[src/design/core_state_pkg.sv]
package core_state_pkg;

  localparam logic [5:0]  IO_SP_LOW     = 6'h3D;
  localparam logic [5:0]  IO_SP_HIGH    = 6'h3E;
  localparam logic [5:0]  IO_STATUS     = 6'h3F;
  localparam logic [7:0]  IO_UNMAPPED   = 8'h00;

  localparam int          ST_I          = 7;
  localparam int          ST_T          = 6;
  localparam int          ST_H          = 5;
  localparam int          ST_S          = 4;
  localparam int          ST_V          = 3;
  localparam int          ST_N          = 2;
  localparam int          ST_Z          = 1;
  localparam int          ST_C          = 0;

  localparam int          MSK_H         = 4;
  localparam int          MSK_V         = 3;
  localparam int          MSK_N         = 2;
  localparam int          MSK_Z         = 1;
  localparam int          MSK_C         = 0;

  localparam logic [7:0]  STATUS_RESET  = 8'h00;
  localparam logic [7:0]  REG_RESET     = 8'h00;
  localparam logic [15:0] SP_RESET      = 16'h0000;
  localparam logic [15:0] ADDR_RESET    = 16'h0000;

  localparam int          NUM_REGS      = 32;
  localparam logic [4:0]  PTR_X_LOW     = 5'h1A;
  localparam logic [4:0]  PTR_Y_LOW     = 5'h1C;
  localparam logic [4:0]  PTR_Z_LOW     = 5'h1E;
  localparam logic [15:0] REG_SPACE_TOP = 16'h001F;
  localparam logic [15:0] STEP_ONE      = 16'h0001;

  typedef enum logic [1:0] {
    PTR_X = 2'b00,
    PTR_Y = 2'b01,
    PTR_Z = 2'b10
  } ptr_sel_t;

  typedef enum logic [1:0] {
    PM_PLAIN   = 2'b00,
    PM_DISP    = 2'b01,
    PM_POSTINC = 2'b10,
    PM_PREDEC  = 2'b11
  } ptr_mode_t;

  typedef enum logic [2:0] {
    SP_HOLD  = 3'b000,
    SP_PUSH1 = 3'b001,
    SP_POP1  = 3'b010,
    SP_PUSH2 = 3'b011,
    SP_POP2  = 3'b100
  } sp_op_t;

  typedef enum logic [1:0] {
    RF_1R_W8    = 2'b00,
    RF_2R_W8    = 2'b01,
    RF_2R_W16   = 2'b10,
    RF_1R16_W16 = 2'b11
  } rf_scheme_t;

  typedef struct packed {
    logic       upd;
    logic [4:0] mask;
    logic       h;
    logic       v;
    logic       n;
    logic       z;
    logic       c;
  } alu_flags_t;

  typedef struct packed {
    logic       sei;
    logic       cli;
    logic       irq_accept;
    logic       irq_return;
    logic       bit_store;
    logic       store_bit;
    logic       sw_wr;
    logic [7:0] sw_data;
  } status_ctrl_t;

  typedef struct packed {
    rf_scheme_t scheme;
    logic [4:0] addr_a;
    logic [4:0] addr_b;
    logic [4:0] addr_w;
    logic       wr;
    logic [15:0] wdata;
    logic       bit_load;
    logic [2:0] bit_idx;
  } rf_req_t;

  typedef struct packed {
    logic      valid;
    ptr_sel_t  sel;
    ptr_mode_t mode;
    logic [5:0] disp;
  } ptr_req_t;

  typedef struct packed {
    logic       wr;
    logic       rd;
    logic [5:0] addr;
    logic [7:0] wdata;
  } io_req_t;

  typedef struct packed {
    logic        wr;
    logic        rd;
    logic [15:0] addr;
    logic [7:0]  wdata;
  } ds_req_t;

endpackage

[src/design/status_flags.sv]
`timescale 1ns/100ps
module status_flags
  import core_state_pkg::*;
(
  input  wire logic         clock_in,
  input  wire logic         rst_in,
  input  wire alu_flags_t   alu_in,
  input  wire status_ctrl_t ctrl_in,
  output logic [7:0]        status_out
);

  logic [7:0] status_q;

  // sign bit always derived from stored n and v
  always_comb
  begin
    status_out       = status_q;
    status_out[ST_S] = status_q[ST_N] ^ status_q[ST_V];
  end

  // no save or restore on irq entry or return
  always_ff @(posedge clock_in or posedge rst_in)
  begin
    if (rst_in)
      status_q <= STATUS_RESET;
    else
    begin
      if (ctrl_in.sw_wr)
        status_q <= ctrl_in.sw_data;
      if (alu_in.upd)
      begin
        if (alu_in.mask[MSK_H])
          status_q[ST_H] <= alu_in.h;
        if (alu_in.mask[MSK_V])
          status_q[ST_V] <= alu_in.v;
        if (alu_in.mask[MSK_N])
          status_q[ST_N] <= alu_in.n;
        if (alu_in.mask[MSK_Z])
          status_q[ST_Z] <= alu_in.z;
        if (alu_in.mask[MSK_C])
          status_q[ST_C] <= alu_in.c;
      end
      if (ctrl_in.bit_store)
        status_q[ST_T] <= ctrl_in.store_bit;
      if (ctrl_in.sei || ctrl_in.irq_return)
        status_q[ST_I] <= 1'b1;
      if (ctrl_in.cli || ctrl_in.irq_accept)
        status_q[ST_I] <= 1'b0;
    end
  end

  AST_ACCEPT_CLEARS_I: assert property (
    @(posedge clock_in) disable iff (rst_in)
    ctrl_in.irq_accept |=> !status_out[ST_I])
    else $error("enable still set after irq accept");

  AST_RETURN_SETS_I: assert property (
    @(posedge clock_in) disable iff (rst_in)
    ctrl_in.irq_return && !ctrl_in.irq_accept && !ctrl_in.cli
    |=> status_out[ST_I])
    else $error("enable not set after irq return");

  AST_NO_SAVE: assert property (
    @(posedge clock_in) disable iff (rst_in)
    (ctrl_in.irq_accept || ctrl_in.irq_return) && !alu_in.upd
    && !ctrl_in.sw_wr && !ctrl_in.bit_store
    |=> status_out[6:0] == $past(status_out[6:0]))
    else $error("status changed by irq entry or return");

  AST_CARRY: assert property (
    @(posedge clock_in) disable iff (rst_in)
    alu_in.upd && alu_in.mask[MSK_C]
    |=> status_out[ST_C] == $past(alu_in.c))
    else $error("carry flag not taken from alu");

  AST_SIGN: assert property (
    @(posedge clock_in) disable iff (rst_in)
    alu_in.upd && alu_in.mask[MSK_N] && alu_in.mask[MSK_V]
    |=> status_out[ST_S] == ($past(alu_in.n) ^ $past(alu_in.v)))
    else $error("sign bit not n xor v");

  AST_T_STORE: assert property (
    @(posedge clock_in) disable iff (rst_in)
    ctrl_in.bit_store |=> status_out[ST_T] == $past(ctrl_in.store_bit))
    else $error("transfer bit not stored");

endmodule // status_flags

[src/design/cpu_status_regfile_stack.sv]
// What this block does
// - arithmetic flags updated at end of every alu operation
// - status never saved on irq entry nor restored on return
// - global enable bit 7 gates every interrupt
// - enable cleared on irq accept, set on irq return
// - set and clear instructions directly write the global enable
// - bit 6 is a transfer bit for bit store and bit load
// - bit 5 holds the low nibble carry
// - bit 4 always equals negative xor overflow
// - bit 3 holds two's complement overflow
// - bit 2 set on negative result, else cleared
// - bit 1 set on zero result, else cleared
// - bit 0 holds the carry
// - four read and write-back port schemes of 8 and 16 bits
// - working registers also at data addresses 0x00 to 0x1F
// - top six registers form three pointers, low byte even
// - pointers allow displacement, post increment and pre decrement
// - stack pointer marks top of downward growing stack
// - stack pointer minus one per push, plus one per pop
// - stack pointer moves by two for return addresses
// - stack pointer is two byte registers at 0x3E and 0x3D, reset 0
// - one instruction runs after irq return before next irq
`timescale 1ns/100ps
module cpu_status_regfile_stack
  import core_state_pkg::*;
(
  input  wire logic         clock_in,
  input  wire logic         rst_in,
  input  wire alu_flags_t   alu_in,
  input  wire status_ctrl_t ctrl_in,
  input  wire rf_req_t      rf_in,
  input  wire ptr_req_t     ptr_in,
  input  wire sp_op_t       sp_op_in,
  input  wire io_req_t      io_in,
  input  wire ds_req_t      ds_in,
  input  wire logic         irq_pending_in,
  input  wire logic         insn_done_in,
  output logic [7:0]        status_out,
  output logic [7:0]        rd_a_out,
  output logic [7:0]        rd_b_out,
  output logic [15:0]       rd_word_out,
  output logic [15:0]       ptr_addr_out,
  output logic [15:0]       stack_addr_out,
  output logic [15:0]       stack_ptr_out,
  output logic [7:0]        io_rdata_out,
  output logic              io_hit_out,
  output logic [7:0]        ds_rdata_out,
  output logic              ds_hit_out,
  output logic              irq_take_out
);

  logic [7:0]  regs_q [NUM_REGS];
  logic [15:0] sp_q;
  logic [15:0] sp_d;
  logic        hold_q;
  logic [4:0]  ptr_low;
  logic [15:0] ptr_base;
  logic [15:0] ptr_eff;
  logic [15:0] ptr_new;
  logic        ptr_wb;
  logic        ds_reg_hit;
  status_ctrl_t ctrl_mux;

  function automatic logic [4:0] pair_low(input logic [4:0] a);
    pair_low = {a[4:1], 1'b0};
  endfunction

  function automatic logic [4:0] pair_high(input logic [4:0] a);
    pair_high = {a[4:1], 1'b1};
  endfunction

  function automatic logic [4:0] ptr_low_of(input ptr_sel_t s);
    case (s)
      PTR_X:   ptr_low_of = PTR_X_LOW;
      PTR_Y:   ptr_low_of = PTR_Y_LOW;
      PTR_Z:   ptr_low_of = PTR_Z_LOW;
      default: ptr_low_of = PTR_Z_LOW;
    endcase
  endfunction

  // software writes to status go through the io port
  always_comb
  begin
    ctrl_mux         = ctrl_in;
    ctrl_mux.sw_wr   = io_in.wr && (io_in.addr == IO_STATUS);
    ctrl_mux.sw_data = io_in.wdata;
  end

  status_flags status_flags_inst (
    .clock_in   (clock_in),
    .rst_in     (rst_in),
    .alu_in     (alu_in),
    .ctrl_in    (ctrl_mux),
    .status_out (status_out)
  );

  // irq gate: global enable, immediate clear, one instruction after return
  assign irq_take_out = irq_pending_in && status_out[ST_I]
                        && !ctrl_in.cli && !hold_q;

  always_ff @(posedge clock_in or posedge rst_in)
  begin
    if (rst_in)
      hold_q <= 1'b0;
    else if (ctrl_in.irq_return || (ctrl_in.sei && !status_out[ST_I]))
      hold_q <= 1'b1;
    else if (insn_done_in)
      hold_q <= 1'b0;
  end

  // pointer address arithmetic
  always_comb
  begin
    ptr_low  = ptr_low_of(ptr_in.sel);
    ptr_base = {regs_q[pair_high(ptr_low)], regs_q[ptr_low]};
    ptr_eff  = ptr_base;
    ptr_new  = ptr_base;
    ptr_wb   = 1'b0;
    case (ptr_in.mode)
      PM_PLAIN:   ptr_eff = ptr_base;
      PM_DISP:    ptr_eff = ptr_base + {10'h000, ptr_in.disp};
      PM_POSTINC:
      begin
        ptr_new = ptr_base + STEP_ONE;
        ptr_wb  = ptr_in.valid;
      end
      PM_PREDEC:
      begin
        ptr_eff = ptr_base - STEP_ONE;
        ptr_new = ptr_base - STEP_ONE;
        ptr_wb  = ptr_in.valid;
      end
      default:    ptr_eff = ptr_base;
    endcase
  end

  always_ff @(posedge clock_in or posedge rst_in)
  begin
    if (rst_in)
      ptr_addr_out <= ADDR_RESET;
    else if (ptr_in.valid)
      ptr_addr_out <= ptr_eff;
  end

  assign ds_reg_hit = ds_in.addr <= REG_SPACE_TOP;

  // register file write: alu port over data space over pointer update
  always_ff @(posedge clock_in or posedge rst_in)
  begin
    if (rst_in)
    begin
      for (int i = 0; i < NUM_REGS; i++)
        regs_q[i] <= REG_RESET;
    end
    else
    begin
      if (ptr_wb)
      begin
        regs_q[ptr_low]            <= ptr_new[7:0];
        regs_q[pair_high(ptr_low)] <= ptr_new[15:8];
      end
      if (ds_in.wr && ds_reg_hit)
        regs_q[ds_in.addr[4:0]] <= ds_in.wdata;
      if (rf_in.bit_load)
        regs_q[rf_in.addr_w][rf_in.bit_idx] <= status_out[ST_T];
      else if (rf_in.wr)
      begin
        case (rf_in.scheme)
          RF_1R_W8, RF_2R_W8:
            regs_q[rf_in.addr_w] <= rf_in.wdata[7:0];
          RF_2R_W16, RF_1R16_W16:
          begin
            regs_q[pair_low(rf_in.addr_w)]  <= rf_in.wdata[7:0];
            regs_q[pair_high(rf_in.addr_w)] <= rf_in.wdata[15:8];
          end
          default:
            regs_q[rf_in.addr_w] <= rf_in.wdata[7:0];
        endcase
      end
    end
  end

  // operand reads, registered
  always_ff @(posedge clock_in or posedge rst_in)
  begin
    if (rst_in)
    begin
      rd_a_out    <= REG_RESET;
      rd_b_out    <= REG_RESET;
      rd_word_out <= ADDR_RESET;
    end
    else
    begin
      rd_a_out    <= regs_q[rf_in.addr_a];
      rd_b_out    <= (rf_in.scheme == RF_2R_W8 || rf_in.scheme == RF_2R_W16)
                     ? regs_q[rf_in.addr_b] : REG_RESET;
      rd_word_out <= (rf_in.scheme == RF_1R16_W16)
                     ? {regs_q[pair_high(rf_in.addr_a)],
                        regs_q[pair_low(rf_in.addr_a)]}
                     : ADDR_RESET;
    end
  end

  // data space read of the register file
  always_ff @(posedge clock_in or posedge rst_in)
  begin
    if (rst_in)
    begin
      ds_rdata_out <= REG_RESET;
      ds_hit_out   <= 1'b0;
    end
    else
    begin
      ds_hit_out   <= (ds_in.rd || ds_in.wr) && ds_reg_hit;
      ds_rdata_out <= (ds_in.rd && ds_reg_hit)
                      ? regs_q[ds_in.addr[4:0]] : REG_RESET;
    end
  end

  // stack pointer next value; a software write wins over a stack op
  always_comb
  begin
    case (sp_op_in)
      SP_HOLD:  sp_d = sp_q;
      SP_PUSH1: sp_d = sp_q - 16'h0001;
      SP_POP1:  sp_d = sp_q + 16'h0001;
      SP_PUSH2: sp_d = sp_q - 16'h0002;
      SP_POP2:  sp_d = sp_q + 16'h0002;
      default:  sp_d = sp_q;
    endcase
    if (io_in.wr && io_in.addr == IO_SP_LOW)
      sp_d = {sp_q[15:8], io_in.wdata};
    if (io_in.wr && io_in.addr == IO_SP_HIGH)
      sp_d = {io_in.wdata, sp_q[7:0]};
  end

  always_ff @(posedge clock_in or posedge rst_in)
  begin
    if (rst_in)
      sp_q <= SP_RESET;
    else
      sp_q <= sp_d;
  end

  assign stack_ptr_out = sp_q;

  // memory address of the stack access: push at top, pop above it
  always_ff @(posedge clock_in or posedge rst_in)
  begin
    if (rst_in)
      stack_addr_out <= ADDR_RESET;
    else if (sp_op_in == SP_PUSH1 || sp_op_in == SP_PUSH2)
      stack_addr_out <= sp_q;
    else if (sp_op_in == SP_POP1 || sp_op_in == SP_POP2)
      stack_addr_out <= sp_q + STEP_ONE;
  end

  // io register reads
  always_ff @(posedge clock_in or posedge rst_in)
  begin
    if (rst_in)
    begin
      io_rdata_out <= IO_UNMAPPED;
      io_hit_out   <= 1'b0;
    end
    else
    begin
      io_hit_out <= (io_in.rd || io_in.wr) && (io_in.addr == IO_SP_LOW
                    || io_in.addr == IO_SP_HIGH || io_in.addr == IO_STATUS);
      if (!io_in.rd)
        io_rdata_out <= IO_UNMAPPED;
      else
      begin
        case (io_in.addr)
          IO_SP_LOW:  io_rdata_out <= sp_q[7:0];
          IO_SP_HIGH: io_rdata_out <= sp_q[15:8];
          IO_STATUS:  io_rdata_out <= status_out;
          default:    io_rdata_out <= IO_UNMAPPED;
        endcase
      end
    end
  end

  AST_GIE_GATES: assert property (
    @(posedge clock_in) disable iff (rst_in)
    !status_out[ST_I] |-> !irq_take_out)
    else $error("irq taken with global enable clear");

  AST_ONE_AFTER_RETURN: assert property (
    @(posedge clock_in) disable iff (rst_in)
    ctrl_in.irq_return |=> !irq_take_out)
    else $error("irq taken right after irq return");

  AST_PUSH_ONE: assert property (
    @(posedge clock_in) disable iff (rst_in)
    sp_op_in == SP_PUSH1 && !io_in.wr
    |=> sp_q == $past(sp_q) - 16'h0001)
    else $error("push did not decrement by one");

  AST_POP_TWO: assert property (
    @(posedge clock_in) disable iff (rst_in)
    sp_op_in == SP_POP2 && !io_in.wr
    |=> sp_q == $past(sp_q) + 16'h0002 ##1 1'b1)
    else $error("return did not increment by two");

  AST_PUSH_ADDR: assert property (
    @(posedge clock_in) disable iff (rst_in)
    sp_op_in == SP_PUSH2 && !io_in.wr
    |=> stack_addr_out == sp_q + 16'h0002)
    else $error("push address not old top");

  AST_POSTINC: assert property (
    @(posedge clock_in) disable iff (rst_in)
    ptr_in.valid && ptr_in.mode == PM_POSTINC && ptr_in.sel == PTR_X
    && !rf_in.wr && !rf_in.bit_load && !ds_in.wr
    |=> {regs_q[5'h1B], regs_q[PTR_X_LOW]} == ptr_addr_out + 16'h0001)
    else $error("pointer not incremented");

  AST_SPH_READ: assert property (
    @(posedge clock_in) disable iff (rst_in)
    io_in.rd && io_in.addr == IO_SP_HIGH |=> io_rdata_out == $past(sp_q[15:8]))
    else $error("stack high byte read wrong");

endmodule // cpu_status_regfile_stack

[config.mk]
export PLATFORM = sky130hd
export DESIGN_NAME = cpu_status_regfile_stack
export DESIGN_NICKNAME = d
export VERILOG_FILES = /design/src/design/core_state_pkg.sv /design/src/design/status_flags.sv /design/src/design/cpu_status_regfile_stack.sv
export SDC_FILE = /design/constraint.sdc
export NUM_CORES = 2
export LEC_CHECK = 0
export ABC_AREA = 1
export ABC_CLOCK_PERIOD_IN_PS = 11400
export BUFFER_PORTS_ARGS = -buffer_cell sky130_fd_sc_hd__buf_2
export CAP_MARGIN = 5
export CORE_MARGIN = 8
export CORE_UTILIZATION = 30
export CTS_CLUSTER_DIAMETER = 80
export DETAILED_ROUTE_END_ITERATION = 10
export PLACE_DENSITY = 0.45
export SYNTH_ARGS = -nofsm -noshare
export SYNTH_HDL_FRONTEND = slang
export SYNTH_SLANG_ARGS = --single-unit
[constraint.sdc]
create_clock -name clock_in -period 11.4 [get_ports clock_in]
set_clock_uncertainty 0.15 [all_clocks]
set_input_delay 0 -clock clock_in [delete_from_list [all_inputs] [get_ports clock_in]]
set_output_delay 0 -clock clock_in [all_outputs]
set_load 0.02 [all_outputs]
**Yosys cells after proc, flatten, opt, wreduce, memory -nomap -nowiden**

Cells that the tools add are included.

- Bitwise gates (word level): 12
- Equal/unequal tests: 15
- Mux-type cells: 76
- Add/subtract/negate cells: 7
- Order comparisons: 19
- Reduce and logical (&&, ||, !) cells: 44

Operator list:

| cell | number |
|---|---|
| $bwmux W256 | 7 |
| $mux W256 | 4 |
| $pmux W256 S2 | 1 |
| $bmux W8 S5 | 7 |
| $demux W8 S5 | 7 |
| $mux W8 | 25 |
| $mux W16 | 5 |
| $pmux W16 S2 | 2 |
| $pmux W16 S4 | 1 |
| $ge A6 B6 Y1 const B | 10 |
| $not A5 Y6 | 10 |
| $lt A6 B1 Y1 const B | 6 |
| $add A16 B1 Y16 const B | 2 |
| $sub A16 B1 Y16 const B | 2 |
| $pmux W8 S3 | 1 |
| $eq A6 B6 Y1 const B | 3 |
| $logic_and A1 B1 Y1 | 18 |
| $add A16 B2 Y16 const B | 1 |
| $add A16 B6 Y16 | 1 |
| $le A16 B5 Y1 const B | 1 |
| $sub A16 B2 Y16 const B | 1 |
| $mux W1 | 13 |
| $logic_or A1 B1 Y1 | 10 |
| $reduce_bool A5 Y1 | 2 |
| other kinds (19) | 33 |

- Word-level logic and storage cells: 221
- Bits of input ports: 124
- Bits in registers: 363

**Depth between registers and ports, before layout**

- Depth in word-level cells: 18
- Mapped depth: 22
- Gate-level depth less buffers: 21

**Modules after synthesis**

From an unflattened synthesis, not the netlist that was laid out.

- Cell total of the unflattened synthesis: 5816
- Area, all modules: 35474.0 um^2

By module, submodules not included:

| module | cells an instance | times used | area each (um^2) | seq. area each (um^2) |
|---|---|---|---|---|
| cpu_status_regfile_stack | 5755 | 1 | 35074.9 | 8883.5 |
| status_flags | 61 | 1 | 399.1 | 175.2 |

**Worst setup path before layout**

No wires, ideal clock.

- Path type: register to register
- From: register sp_q[2] (netlist: stack_ptr_out[2])
- To: register sp_q[13] (netlist: stack_ptr_out[13])
- Data required time: 11.133 ns
- Period minus slack after synthesis: 2.720 ns
- Stages on the path, launching flop included: 21
- Arrival: 2.453 ns
- Path slack: 8.680 ns
- Path through: dfrtp_1 -> inv_1 -> fa_1 -> inv_1 -> nand2_1 -> nand2_1 -> nand2_1 -> nand2_1 -> nand2_1 -> nand2_1 -> o21ai_0 -> nor2_1 -> nor2_1 -> o21ai_0 -> nand3_1 -> nand2_1 -> nand2_1 -> nand2_1 -> o21ai_0 -> nand2_1 -> nand2_1

- Cells in the longest elaborated chain, start to end: 4
- Elaborated cells between the ends (all ways): 7

RTL lines:

| item | RTL line | source |
|---|---|---|
| start: declaration | cpu_status_regfile_stack.sv:53 | `logic [15:0] sp_q;` |
| start signal: assignment | cpu_status_regfile_stack.sv:242 | `sp_q <= sp_d;` |
| $add A16 B2 Y16, or another cell as far along | cpu_status_regfile_stack.sv:228 | `SP_POP2: sp_d = sp_q + 16'h0002;` |
| $pmux W16 S4 * | cpu_status_regfile_stack.sv:223 | `case (sp_op_in)` |
| $mux W16 * | cpu_status_regfile_stack.sv:231 | `if (io_in.wr && io_in.addr == IO_SP_LOW)` |
| $mux W16 * | cpu_status_regfile_stack.sv:233 | `if (io_in.wr && io_in.addr == IO_SP_HIGH)` |

Mark *: on every way between the ends. The rest lies on a longest branch, timed or not. The select of a mux whose other input is x is not followed.
A chain may end at the register's enable or synchronous reset.

**Worst setup path after layout**

- From: input port rf_in[23] (netlist name)
- To: register regs_q[0] (netlist name)

- Cells in the longest elaborated chain, start to end: 10
- Elaborated cells between the ends (all ways): 27

RTL lines:

| item | RTL line | source |
|---|---|---|
| start: declaration | cpu_status_regfile_stack.sv:31 | `input wire rf_req_t rf_in,` |
| $not A5 Y6 (implied by the code) | cpu_status_regfile_stack.sv:173 | `regs_q[pair_low(rf_in.addr_w)] <= rf_in.wdata[7:0];` |
| $ge A6 B6 Y1 (implied by the code) / $lt A6 B1 Y1 (equally long branches) | cpu_status_regfile_stack.sv:173 |  |
| $logic_and A1 B1 Y1 (implied by the code) | cpu_status_regfile_stack.sv:173 |  |
| $mux W8 (implied by the code) | cpu_status_regfile_stack.sv:173 |  |
| $demux W8 S5 | cpu_status_regfile_stack.sv:173 |  |
| $bwmux W256 | cpu_status_regfile_stack.sv:173 |  |
| $bwmux W256 | cpu_status_regfile_stack.sv:174 | `regs_q[pair_high(rf_in.addr_w)] <= rf_in.wdata[15:8];` |
| $pmux W256 S2 | cpu_status_regfile_stack.sv:168 | `case (rf_in.scheme)` |
| $mux W256 | cpu_status_regfile_stack.sv:166 | `else if (rf_in.wr)` |
| $mux W256 * | cpu_status_regfile_stack.sv:164 | `if (rf_in.bit_load)` |
| end signal: indexed assignment | cpu_status_regfile_stack.sv:165 | `regs_q[rf_in.addr_w][rf_in.bit_idx] <= status_out[ST_T];` |
| end signal: indexed assignment | cpu_status_regfile_stack.sv:170 | `regs_q[rf_in.addr_w] <= rf_in.wdata[7:0];` |
| end signal: indexed assignment | cpu_status_regfile_stack.sv:174 |  |
| end: declaration | cpu_status_regfile_stack.sv:52 | `logic [7:0] regs_q [NUM_REGS];` |

Mark *: on every way between the ends. The rest lies on a longest branch, timed or not.

==> results.yml <==
synth:
  synthSimpleGateAreaFrac_pct: 29.40
  syn_inst: 5780
  synth.avg_cell_area_sq_um: 6.116
  synth_nets: 5927
  synth.distinct_cells: 65
  synthFlopType: "dfrtp_1"
  synth_top_family_by_area: "compound AO/OA/AOI/OAI gates"
  synth_compound_area_share_pct: 32.47
  yosys_warnings: 0
  synthArstFlopShare_pct: 100.0
  synth_edf_count: 0
  synth_xor_area_share_pct: 0.4955
  yosysSeqAreaShare_pct: 25.62
  synth_area_sq_um: 35350
  ys_seq_elements: 362
  muxShareOfSynthArea_pct: 1.671
  synthAdderAreaFrac_pct: 0.8565
grt:
  gr-total-overflow: 0
  grtUsageTotal_pct: 30.46
  grt_pass1_wl_um: 298000
  grt_max_degree: 162
  grt_pass1_vias: 40730
  grt_antenna_before_repair: 13
critical_path:
  cp-endpoint: "regs_q[0]$_DFF_PP0_"
  crit_arrival_ns: 5.81
  end_kind: "flop"
  cp_max_fo: 25
  startpoint_type: "input port"
  crit_required_ns: 11.83
  r2r_slack_ns: 6.44
  reg2regPathDepth: 19
  timing.rr.start: "regs_q[9]$_DFF_PP0_"
  critical_path_class: "input port to flop"
  r2r_end: "regs_q[0]$_DFF_PP0_"
  startpoint: "rf_in[23]"
routing:
  drc_errors: 0
  postRouteWirelength_um: 209000
  first_iter_violations: 6711
  first_pass_iters: 6
  vias: 45850
  drt-vias-per-instance: 6.162
  wl_per_cell_um: 28.09
  ant_nets: 0
floorplan:
  num_rows: 126
  start_util_pct: 30.10
  ios: 231
  die_area_sq_um: 129100
  die_x_um: 359.3
  dieHeight_um: 359.3
  coreArea_sq_um: 117500
cts:
  cts_htree_levels: 2
  clock-sinks: 362
  postCtsSetupBuffers: 0
  cts_buffers: 56
  cts-root-buf: "clkbuf_16"
  clockBufferDepth: 3
  clk_latency_ns: 0.68
  clk_pin_slew_ns: 0.06
  cts_tree: "done"
worst_hold_path:
  holdPathStages: 5
  hp-class: "input port to flop"
timing:
  fmaxAchievable_mhz: 185.8
  setup-violations-final: 0
  finalCritPeriodShare_pct: 47.22
  rsz0062_at_grt: "false"
  max_slew.worst_pin.slew_ns: 1.337
  drv_slew: 0
  maxSlewHeadroom_pct: 10.75
  finalSetupTns_ns: 0
  timing.final.crit_period_ns: 5.383
  hold_violations: 0
layout:
  syn_to_final_growth_pct: 15.71
  drive_above_1_share_pct: 9.128
  nets: 5995
  fill_cells: 12830
  stdcell_count: 7442
  seqCellArea_sq_um: 9062
  multi_input_area_sq_um: 22960
pwr:
  vdd.ir_drop.worst_v: 0.0001310
  p_per_area_nw_per_um2: 149.7
  power_leakage_uw: 0.01704
placement:
  gp_congestion: 1.030
  portBuffers: 221
  dp_cells: 7154
  dpl.hpwl_um: 138200
job:
  max-cap-violations: 0
status:
  status: "finished clean"
## worst min path at each step
stage / endpoint / startpoint
finish: status_flags_inst.status_q[3]$_DFF_PP0_ / alu_in[8]
global route: status_flags_inst.status_q[3]$_DFF_PP0_ / alu_in[8]
CTS: status_flags_inst.status_q[3]$_DFF_PP0_ / alu_in[8]
detailed placement: status_flags_inst.status_q[7]$_DFFE_PP0P_ / ctrl_in[12]
global placement: status_flags_inst.status_q[7]$_DFFE_PP0P_ / ctrl_in[12]
floorplan: status_flags_inst.status_q[7]$_DFFE_PP0P_ / ctrl_in[12]
## layout make-up
cell class,instances,share of cell area [%]
multi-input cells,4543,56.13
inverters,418,3.875
well taps,1536,4.698
clock inverters,29,0.8839
clock buffers,75,3.848
diodes,12,0.07341
flip-flops and latches,362,22.15
repair buffers,467,8.338
## metal layers
metal  global-route usage, %  up-vias  routed length [um]
met5                       0        -                  13
met4                   14.87        2               11510
met3                   6.787      561               23500
met2                   45.03     3028               87670
met1                   41.63    22030               86340
li1                        -    20240                   -
## power breakdown
part / switching [uW] / total [uW] / internal (uW)
clock: 774 / 1870 / 1090
combinational: 1560 / 2280 / 721
sequential: 450 / 1980 / 1530
total: 2780 / 6120 / 3340
## state kept, by name, indices dropped and copies added, names as in the netlist
register	cells
io_rdata_out	8
io_hit_out	1
regs_q	256
rd_b_out	8
ptr_addr_out	16
stack_ptr_out	16
ds_rdata_out	8
rd_word_out	16
rd_a_out	8
ds_hit_out	1
status_flags_inst.status_q	7
hold_q	1
stack_addr_out	16
## synth_stat cells, drive strengths merged, types with 2 or more instances
cell	instances	area [sq um]
clkinv	18	67.56
a221oi	7	61.31
nand2	1083	4128
nor2	777	3063
a21oi	272	1365
a311oi	24	210.2
o221ai	169	1480
a2111oi	4	35.03
a22oi	24	180.2
o31ai	2	15.01
or2	6	37.53
a21o	2	15.01
a31oi	22	137.6
fa	2	40.04
dfrtp	362	9059
ha	21	262.8
o2111ai	2	17.52
nand4	21	146.4
o21ai	1158	5833
o21a	3	22.52
clkbuf	405	1520
o21bai	22	168.9
nand3b	2	15.01
inv	400	1504
mux2i	59	590.6
nor4	9	62.56
nor3	249	1271
nand3	292	1647
a32oi	8	70.07
o211ai	42	329.1
xor2	20	175.2
a211oi	12	90.09
buf	52	264.0
o22ai	214	1339
o311ai	7	61.31
## stage by stage
step                total power [uW]  utilization, %  hold slack, ns  instance area, sq um  setup WS [ns]
finish                          6123           34.83         0.04327                 40910          6.017
floorplan                       3193               -        -0.07922                 35350          1.203
detailed placement              4100           31.69         0.02171                 37220          7.486
CTS                             6052           34.80        0.004005                 40880          6.177
global route                    6396           34.81         0.07617                 40880          5.909
global placement                4092           31.69         0.01134                 37220          7.513
## worst max-delay path, stage by stage
cell and delay, ns:
dlygate4sd3_1 0.57, buf_2 0.17, inv_2 0.06, nor2_1 0.48
inv_1 0.17, nor2_1 0.14, buf_4 0.26, inv_1 0.45
nor2_1 0.64, inv_1 0.56, o21ai_0 0.30, inv_1 0.06
nand2_1 0.06, nand3_1 0.08, dlygate4sd3_1 0.59, nand2_1 0.06
dlygate4sd3_1 0.54, nand2_1 0.05, dlygate4sd3_1 0.54
## kinds of logic (layout without fill, tap and decap cells)
family / Yosys count / in the layout
flops: 362 / 362
xor+xnor: 20 / 20
simple gates: 2442 / 2442
buf+inv: 875 / 989
other cells: 0 / 12
mux: 59 / 59
fa+ha+maj: 23 / 23
compound gates: 1999 / 1999
## cell usage in the layout (no fill, tap or decap), types with 26 or more instances in the layout
master,n
o22ai_1,214
dlygate4sd3_1,172
buf_4,74
a21oi_1,271
o221ai_1,169
nor3_1,244
o211ai_1,41
inv_1,375
nand2_1,1060
o21ai_0,1117
o21ai_1,31
nand3_2,27
mux2i_1,59
nand3_1,261
nor2_1,739
inv_2,26
clkbuf_16,57
buf_2,218
nor2_2,27
dfrtp_1,361
## repair_timing
item | CTS | global route
resized for setup | 0 | 0
hold buffers | 172 | 0
endpoints found under the hold margin | 336 | 0
Power figures use the tool's default switching activity.
